File: src/bwc_pkg.sv
/*
 * Constants of the bus and wake control register group.
 * Assumes a host reaching the registers over a 16-bit serial frame.
 */
// Contract
// - Transceiver field 00 off, 01 wake-capable, 10 receive-only, 11 normal.
// - Reserved bits of all four registers always read back as zero.
// - Fail-safe entry forces transceiver field 01 and wake control x000 0111.
// - Restart loads transceiver field from cause input, upper bits zero.
// - Peak threshold bit: clear selects low threshold, set selects high.
// - Peak bit writable in init and normal only; stop ignores silently.
// - Internal wake bits 7 and 6 enable timer two and timer one wake.
// - Internal wake bit 2 is upper watchdog stop code bit; 00 keeps active.
// - External bit 7 clear: only wake events interrupt; set: all status.
// - Measure select set masks wake inputs one and two enables.
// - Measurement runs in normal mode; host ignores input one/two levels.
// - External bits 2,1,0 enable wake inputs three, two and one.
// - Power-on or soft reset loads external wake control 0000 0111.
// - Restart keeps timer wake enables, clears lower six internal bits.
// - Watchdog stop code bit 0 lives outside; code 11 disables watchdog.
package bwc_pkg;

    // ****************************************************************
    // Register addresses
    // ****************************************************************
    localparam logic [6:0] ADDR_TRX_MODE = 7'h04;
    localparam logic [6:0] ADDR_PEAK_THR = 7'h05;
    localparam logic [6:0] ADDR_INT_WAKE = 7'h06;
    localparam logic [6:0] ADDR_EXT_WAKE = 7'h07;

    // ****************************************************************
    // Field positions
    // ****************************************************************
    localparam int POS_PEAK_THR = 5;
    localparam int POS_TIMER2_WK = 7;
    localparam int POS_TIMER1_WK = 6;
    localparam int POS_WD_STOP_HI = 2;
    localparam int POS_INT_GLOBAL = 7;
    localparam int POS_MEASURE = 5;
    localparam int POS_WAKE3 = 2;
    localparam int POS_WAKE2 = 1;
    localparam int POS_WAKE1 = 0;

    // ****************************************************************
    // Reset and forced values
    // ****************************************************************
    localparam logic [1:0] RST_TRX_MODE = 2'h0;
    localparam logic RST_PEAK_THR = 1'b0;
    localparam logic [1:0] RST_TIMER_WK = 2'h0;
    localparam logic RST_WD_STOP_HI = 1'b0;
    localparam logic RST_INT_GLOBAL = 1'b0;
    localparam logic RST_MEASURE = 1'b0;
    localparam logic [2:0] RST_WAKE_EN = 3'h7;
    localparam logic [1:0] FS_TRX_MODE = 2'h1;
    localparam logic FS_MEASURE = 1'b0;
    localparam logic [2:0] FS_WAKE_EN = 3'h7;

    // ****************************************************************
    // Serial frame layout
    // ****************************************************************
    localparam logic [4:0] FRAME_BITS = 5'h10;
    localparam logic [4:0] ADDR_BITS = 5'h07;
    localparam logic [4:0] CMD_BITS = 5'h08;

    // ****************************************************************
    // Types
    // ****************************************************************
    typedef enum logic [2:0] {
        BWC_MODE_INIT = 3'b000,
        BWC_MODE_NORMAL = 3'b001,
        BWC_MODE_STOP = 3'b010,
        BWC_MODE_SLEEP = 3'b011,
        BWC_MODE_RESTART = 3'b100,
        BWC_MODE_FAIL_SAFE = 3'b101
    } bwc_mode_t;

    typedef enum logic [1:0] {
        BWC_TRX_OFF = 2'b00,
        BWC_TRX_WAKE = 2'b01,
        BWC_TRX_RX_ONLY = 2'b10,
        BWC_TRX_NORMAL = 2'b11
    } bwc_trx_mode_t;

endpackage

File: src/bwc_spi_frame.sv
/*
 * Serial frame receiver of the register group.
 * Assumes serial pins already synchronous to ref_clk_i and slower than it.
 */
`timescale 1ns/1ps
module bwc_spi_frame (
    input wire logic ref_clk_i,
    input wire logic rst_n_i,
    input wire logic spi_clk_i,
    input wire logic spi_cs_n_i,
    input wire logic spi_mosi_i,
    input wire logic [7:0] rd_data_i,
    output logic [6:0] addr_o,
    output logic wr_o,
    output logic [7:0] wr_data_o,
    output logic miso_o,
    output logic miso_oe_o
);
    import bwc_pkg::*;

    logic sclk_q_r;
    logic [4:0] cnt_r;
    logic [15:0] rx_r;
    logic [7:0] tx_r;
    logic rise;
    logic fall;

    assign rise = spi_clk_i & ~sclk_q_r & ~spi_cs_n_i;
    assign fall = ~spi_clk_i & sclk_q_r & ~spi_cs_n_i;

    // ****************************************************************
    // Shift in, LSB first: address, write flag, data
    // ****************************************************************
    always_ff @(posedge ref_clk_i) begin
        if (!rst_n_i) begin
            sclk_q_r <= 1'b0;
            cnt_r <= 5'h00;
            rx_r <= 16'h0000;
        end else begin
            sclk_q_r <= spi_clk_i;
            if (spi_cs_n_i) begin
                cnt_r <= 5'h00;
            end else if (rise && cnt_r != FRAME_BITS) begin
                rx_r <= {spi_mosi_i, rx_r[15:1]};
                cnt_r <= cnt_r + 5'h01;
            end
        end
    end

    always_ff @(posedge ref_clk_i) begin
        if (!rst_n_i) begin
            addr_o <= 7'h00;
        end else if (rise && cnt_r == ADDR_BITS - 5'h01) begin
            addr_o <= {spi_mosi_i, rx_r[15:10]};
        end
    end

    // Commit only whole frames of sixteen bits or more; bits past sixteen are dropped
    always_ff @(posedge ref_clk_i) begin
        if (!rst_n_i) begin
            wr_o <= 1'b0;
            wr_data_o <= 8'h00;
        end else begin
            wr_o <= spi_cs_n_i && cnt_r == FRAME_BITS && rx_r[7];
            wr_data_o <= rx_r[15:8];
        end
    end

    // ****************************************************************
    // Shift out old register content during data phase
    // ****************************************************************
    always_ff @(posedge ref_clk_i) begin
        if (!rst_n_i) begin
            tx_r <= 8'h00;
            miso_o <= 1'b0;
            miso_oe_o <= 1'b0;
        end else begin
            miso_oe_o <= ~spi_cs_n_i;
            if (spi_cs_n_i) begin
                tx_r <= 8'h00;
                miso_o <= 1'b0;
            end else begin
                if (rise && cnt_r == CMD_BITS - 5'h01) begin
                    tx_r <= rd_data_i;
                end else if (rise && cnt_r >= CMD_BITS) begin
                    tx_r <= {1'b0, tx_r[7:1]};
                end
                if (fall) begin
                    miso_o <= tx_r[0];
                end
            end
        end
    end

endmodule

File: src/bwc_ctrl_regs.sv
/*
 * Bus and wake control registers with their reset, restart and
 * fail-safe behaviour and the control outputs they drive.
 * Assumes mode and event inputs from the device state logic.
 */
`timescale 1ns/1ps
module bwc_ctrl_regs (
    input wire logic ref_clk_i,
    input wire logic rst_n_i,
    input wire logic soft_reset_i,
    input wire logic restart_entry_i,
    input wire logic [1:0] restart_trx_mode_i,
    input wire logic fail_safe_entry_i,
    input wire bwc_pkg::bwc_mode_t dev_mode_i,
    input wire logic wd_stop_disable_lo_i,
    input wire logic wake_event_i,
    input wire logic status_event_i,
    input wire logic spi_clk_i,
    input wire logic spi_cs_n_i,
    input wire logic spi_mosi_i,
    output logic spi_miso_o,
    output logic spi_miso_oe_o,
    output logic [1:0] trx_mode_o,
    output logic main_rail_peak_threshold_sel_o,
    output logic second_timer_wake_enable_o,
    output logic first_timer_wake_enable_o,
    output logic [1:0] watchdog_stop_code_o,
    output logic [2:0] wake_input_enable_o,
    output logic measure_active_o,
    output logic int_request_o
);
    import bwc_pkg::*;

    logic [6:0] addr;
    logic wr;
    logic [7:0] wdata;
    logic [7:0] rd_data;
    logic init_all;

    logic [1:0] trx_mode_r;
    logic peak_thr_r;
    logic [1:0] timer_wk_r;
    logic wd_stop_hi_r;
    logic int_global_r;
    logic measure_r;
    logic [2:0] wake_en_r;

    function automatic logic hit(input logic [6:0] a, input logic [6:0] t);
        hit = a == t;
    endfunction

    assign init_all = soft_reset_i;

    // ****************************************************************
    // Serial access
    // ****************************************************************
    bwc_spi_frame u_frame (
        .ref_clk_i(ref_clk_i),
        .rst_n_i(rst_n_i),
        .spi_clk_i(spi_clk_i),
        .spi_cs_n_i(spi_cs_n_i),
        .spi_mosi_i(spi_mosi_i),
        .rd_data_i(rd_data),
        .addr_o(addr),
        .wr_o(wr),
        .wr_data_o(wdata),
        .miso_o(spi_miso_o),
        .miso_oe_o(spi_miso_oe_o)
    );

    // ****************************************************************
    // Read back, reserved positions tied low
    // ****************************************************************
    always_comb begin
        rd_data = 8'h00;
        if (hit(addr, ADDR_TRX_MODE)) begin
            rd_data[1:0] = trx_mode_r;
        end else if (hit(addr, ADDR_PEAK_THR)) begin
            rd_data[POS_PEAK_THR] = peak_thr_r;
        end else if (hit(addr, ADDR_INT_WAKE)) begin
            rd_data[POS_TIMER2_WK] = timer_wk_r[1];
            rd_data[POS_TIMER1_WK] = timer_wk_r[0];
            rd_data[POS_WD_STOP_HI] = wd_stop_hi_r;
        end else if (hit(addr, ADDR_EXT_WAKE)) begin
            rd_data[POS_INT_GLOBAL] = int_global_r;
            rd_data[POS_MEASURE] = measure_r;
            rd_data[POS_WAKE3] = wake_en_r[2];
            rd_data[POS_WAKE2] = wake_en_r[1];
            rd_data[POS_WAKE1] = wake_en_r[0];
        end
    end

    // ****************************************************************
    // Transceiver mode
    // ****************************************************************
    always_ff @(posedge ref_clk_i) begin
        if (!rst_n_i || init_all) begin
            trx_mode_r <= RST_TRX_MODE;
        end else if (fail_safe_entry_i) begin
            trx_mode_r <= FS_TRX_MODE;
        end else if (restart_entry_i) begin
            trx_mode_r <= restart_trx_mode_i;
        end else if (wr && hit(addr, ADDR_TRX_MODE)) begin
            trx_mode_r <= wdata[1:0];
        end
    end

    // ****************************************************************
    // Peak threshold, locked outside init and normal
    // ****************************************************************
    always_ff @(posedge ref_clk_i) begin
        if (!rst_n_i || init_all) begin
            peak_thr_r <= RST_PEAK_THR;
        end else if (wr && hit(addr, ADDR_PEAK_THR) &&
                     (dev_mode_i == BWC_MODE_INIT ||
                      dev_mode_i == BWC_MODE_NORMAL)) begin
            peak_thr_r <= wdata[POS_PEAK_THR];
        end
    end

    // ****************************************************************
    // Internal wake control
    // ****************************************************************
    always_ff @(posedge ref_clk_i) begin
        if (!rst_n_i || init_all) begin
            timer_wk_r <= RST_TIMER_WK;
            wd_stop_hi_r <= RST_WD_STOP_HI;
        end else if (restart_entry_i) begin
            wd_stop_hi_r <= RST_WD_STOP_HI;
        end else if (wr && hit(addr, ADDR_INT_WAKE)) begin
            timer_wk_r <= {wdata[POS_TIMER2_WK],
                           wdata[POS_TIMER1_WK]};
            wd_stop_hi_r <= wdata[POS_WD_STOP_HI];
        end
    end

    // ****************************************************************
    // External wake control
    // ****************************************************************
    always_ff @(posedge ref_clk_i) begin
        if (!rst_n_i || init_all) begin
            int_global_r <= RST_INT_GLOBAL;
            measure_r <= RST_MEASURE;
            wake_en_r <= RST_WAKE_EN;
        end else if (fail_safe_entry_i) begin
            measure_r <= FS_MEASURE;
            wake_en_r <= FS_WAKE_EN;
        end else if (wr && hit(addr, ADDR_EXT_WAKE)) begin
            int_global_r <= wdata[POS_INT_GLOBAL];
            measure_r <= wdata[POS_MEASURE];
            wake_en_r <= {wdata[POS_WAKE3], wdata[POS_WAKE2],
                          wdata[POS_WAKE1]};
        end
    end

    // ****************************************************************
    // Registered control outputs
    // ****************************************************************
    always_ff @(posedge ref_clk_i) begin
        if (!rst_n_i) begin
            trx_mode_o <= RST_TRX_MODE;
            main_rail_peak_threshold_sel_o <= RST_PEAK_THR;
            second_timer_wake_enable_o <= 1'b0;
            first_timer_wake_enable_o <= 1'b0;
            watchdog_stop_code_o <= 2'h0;
            wake_input_enable_o <= 3'h0;
            measure_active_o <= 1'b0;
            int_request_o <= 1'b0;
        end else begin
            trx_mode_o <= trx_mode_r;
            main_rail_peak_threshold_sel_o <= peak_thr_r;
            second_timer_wake_enable_o <= timer_wk_r[1];
            first_timer_wake_enable_o <= timer_wk_r[0];
            watchdog_stop_code_o <= {wd_stop_hi_r,
                                     wd_stop_disable_lo_i};
            wake_input_enable_o <= {wake_en_r[2],
                                    wake_en_r[1] & ~measure_r,
                                    wake_en_r[0] & ~measure_r};
            measure_active_o <= measure_r &&
                                dev_mode_i == BWC_MODE_NORMAL;
            int_request_o <= wake_event_i ||
                             (int_global_r && status_event_i);
        end
    end
endmodule

File: config.mk
export PLATFORM = sky130hd
export DESIGN_NAME = bwc_ctrl_regs
export DESIGN_NICKNAME = d
export VERILOG_FILES = /design/src/bwc_pkg.sv /design/src/bwc_spi_frame.sv /design/src/bwc_ctrl_regs.sv
export SDC_FILE = /design/constraint.sdc
export NUM_CORES = 1
export LEC_CHECK = 0
export ABC_AREA = 1
export BUFFER_PORTS_ARGS = -buffer_cell sky130_fd_sc_hd__buf_2
export CAP_MARGIN = 10
export CORE_MARGIN = 5
export CORE_UTILIZATION = 55
export DETAILED_ROUTE_END_ITERATION = 8
export PLACE_DENSITY = 0.73
export SYNTH_ARGS = -nofsm -noshare
export SYNTH_HDL_FRONTEND = slang
export SYNTH_SLANG_ARGS = --single-unit
File: constraint.sdc
create_clock -name ref_clk_i -period 1.4 [get_ports ref_clk_i]
set_input_delay 0.14 -clock ref_clk_i [delete_from_list [all_inputs] [get_ports ref_clk_i]]
set_output_delay 0.14 -clock ref_clk_i [all_outputs]
set_load 0.01 [all_outputs]
==> impl_metrics.toml <==
[run_status]
status = "finished, final reports clean"

[route]
wl_um = 5460
wl_per_cell_um = 12.9
drt_first_pass_iters = 4
ant_nets = 0
vias_per_cell = 5.04
drt_iter0_markers = 146
remaining_drc_errors = 0
vias = 2127

[placed_design]
place.gp.congestion = 0.809
io_buffers = 29
placed_cell_area_um2 = 2720
hpwl_um = 3560

[setup_path]
path_cells = "inv_1 -> ha_1 -> nand4_1 -> nand2_4 -> clkbuf_4 -> o21ai_0 -> a21oi_1"
reg2reg_depth = 7
startpoint_type = "register"
critPathMaxFanout = 7
r2r_slack_ns = 0.02
crit_path_end_kind = "register"
required_ns = 1.63
timing.rr.start = "u_frame.cnt_r[0]"
r2r_end = "u_frame.rx_r[8]"
critPathSlowestCell = "dfxtp_2"
max_stage_delay_ns = 0.34
cp.arrival_ns = 1.61
crit_type = "reg2reg"

[clocking]
cts_tree = "built"
cts.sinks = 62
path_clk_slew_ns = 0.06
cts_max_path_buffers = 2
cts_root_buf = "clkbuf_8"
htreeDepth = 3
clk_latency_ns = 0.34
cts_buffers = 9

[synth]
synth_ff_type = "dfxtp_1"
synth_area_per_cell_um2 = 7.83
yosysTopAreaCell = "dfxtp_1"
synthDistinctLibCells = 31
synthTopCellsByCount = "dfxtp_1, nand2_1, inv_1"
synth.most_common_cell = "dfxtp_1"
yosysSeqAreaShare_pct = 49.1
synth_nets = 342
synth_area_leaders = "dfxtp_1, nand2_1, inv_1"
syn_inst = 323
syn_area_um2 = 2530
yosysTopAreaCellShare_pct = 49.1
ys_seq_elements = 62
synth_edf_count = 0
yosysWarnings = 0
async_reset_ff_share_pct = 0

[floorplan]
die_width_um = 77.8
ios = 30
rows = 24
die_area_um2 = 6060
die_height_um = 77.8
start_util_pct = 57.3
core_area_um2 = 4410

[run]
cap_violations = 0

[sta]
hold_slack_ns = 0.00683
fin_skew_ns = 0.00518
finalSetupViolCount = 0
timing.fmax_mhz = 724
fin_setup_tns_ns = 0
layout_min_cycle_time_ns = 1.38
worstMarginPinSlew_ns = 0.326
slew_violations = 0
finalHoldViolations = 0
slew-limit-headroom_pct = 78.3
fin_crit_sh_pct = 98.7
rsz0062_at_grt = "true"

[final_layout]
drive_gt1_share_pct = 21.9
final_cell_area_um2 = 3030
diodes = 0
syn2layout_area_growth_pct = 19.6
fill_cells = 378
nNetsFinal = 385

[power]
vdd_ir_drop_max_uv = 804
power_leakage_nw = 1.41
total_power_mw = 3.78
powerDensity_nw_per_um2 = 1250

[worst_hold_path]
worstHoldPathType = "in2reg"
holdPathEnd = "int_request_o"
hold_path_depth = 3
min_from = "wake_event_i"

[global_route]
grt_pass1_vias = 1949
antenna_found_initial = 0
grt_pass1_wl_um = 8980
grt_max_degree = 35
grtUsageTotal_pct = 18.9
grt.overflow.total = 0
[through the flow]
step                cells  util [%]  worst slack [ns]
detailed placement    400      61.6            0.0263
finish                422      68.5            0.0178
CTS                   418      67.3           0.00212
global route          422      68.5           -0.0505
floorplan             323         -             0.155
global placement      400      61.6            0.0906
[where the power goes]
part           leakage (nW)  internal [mW]  switching, mW
clock                 0.115           1.08          0.677
combinational         0.794         0.0755          0.117
sequential            0.505           1.80         0.0264
total                  1.41           2.96          0.820
[per-layer routing]
| metal | wire (um) | share of wire, % | GRT usage (%) |
|---|---|---|---|
| met2 | 2530 | 46 | 29.0 |
| met1 | 2530 | 46 | 23.4 |
| met5 | 0 | 0 | 0 |
| met4 | 119 | 2.2 | 7.73 |
| met3 | 279 | 5.1 | 7.52 |
[worst max-delay path by stage]
| stage | from | endpoint |
|---|---|---|
| 2_1_floorplan | u_frame.cnt_r[0] | u_frame.rx_r[15] |
| 3_3_place_gp | u_frame.cnt_r[0] | u_frame.rx_r[7] |
| 3_5_place_dp | u_frame.cnt_r[0] | u_frame.rx_r[7] |
| 4_1_cts | u_frame.cnt_r[0] | u_frame.rx_r[7] |
| 5_1_grt | u_frame.cnt_r[0] | u_frame.rx_r[8] |
| 6_report | u_frame.cnt_r[0] | u_frame.rx_r[8] |
[layout by cell type, fill, tap and decap left out, types with 2 or more instances in the layout]
cell           count
nand2_4            2
clkbuf_8          11
inv_1             40
inv_2              7
dlygate4sd3_1      3
o21ai_0           25
nor2_2             3
buf_4              7
a21oi_1           27
nand3_4            2
nor2_4             4
buf_2             29
dfxtp_2            2
nand2_1           59
o211ai_1           2
nand4_1            2
nor3_1             2
dfxtp_1           60
ha_1               3
a211oi_1           2
bufinv_16          2
clkinv_2           3
nand3_1           22
nor2_1            34
nand2_2            2
o21ai_1            5
[state kept, by name, summed over array words and instances, names as in the netlist, 2 cells and up]
register,count
u_frame.wr_data_o,6
u_frame.addr_o,7
timer_wk_r,2
trx_mode_r,2
watchdog_stop_code_o,2
u_frame.rx_r,9
u_frame.tx_r,8
wake_en_r,3
u_frame.cnt_r,5
trx_mode_o,2
wake_input_enable_o,3
[critical path: cells and delay by family (launching register included)]
kind | cells | cell delay, ns
compound gates | 2 | 0.23
buf+inv | 2 | 0.26
fa+ha+maj | 1 | 0.20
flops | 1 | 0.34
simple gates | 2 | 0.24
[what timing repair did]
item / CTS / global route
resized for setup: 0 / 11
hold endpoints to repair: 2 / 0
endpoints found under the setup margin: 0 / 17
buffers inserted: 0 / 4
hold buffers: 3 / 0
[cell type report]
type / count / area, um^2 / area share (%)
clock buffer: 11 / 151 / 5.00
clock inverter: 4 / 70.1 / 2.32
inverter: 49 / 190 / 6.29
multi-input combinational: 204 / 1070 / 35.4
sequential: 62 / 1240 / 41.1
tap: 52 / 65.1 / 2.15
timing repair buffer: 40 / 235 / 7.78
[cell families after synthesis]
family / count (synthesis) / synth area share, %
XOR/XNOR: 1 / 0.346
AND/OR/NAND/NOR: 137 / 26.6
buffers and inverters: 57 / 9.35
flip-flops: 62 / 49.1
AO/OA/AOI/OAI: 63 / 13.2
adder cells (fa/ha/maj): 3 / 1.48
Power figures use the tool's default switching activity.
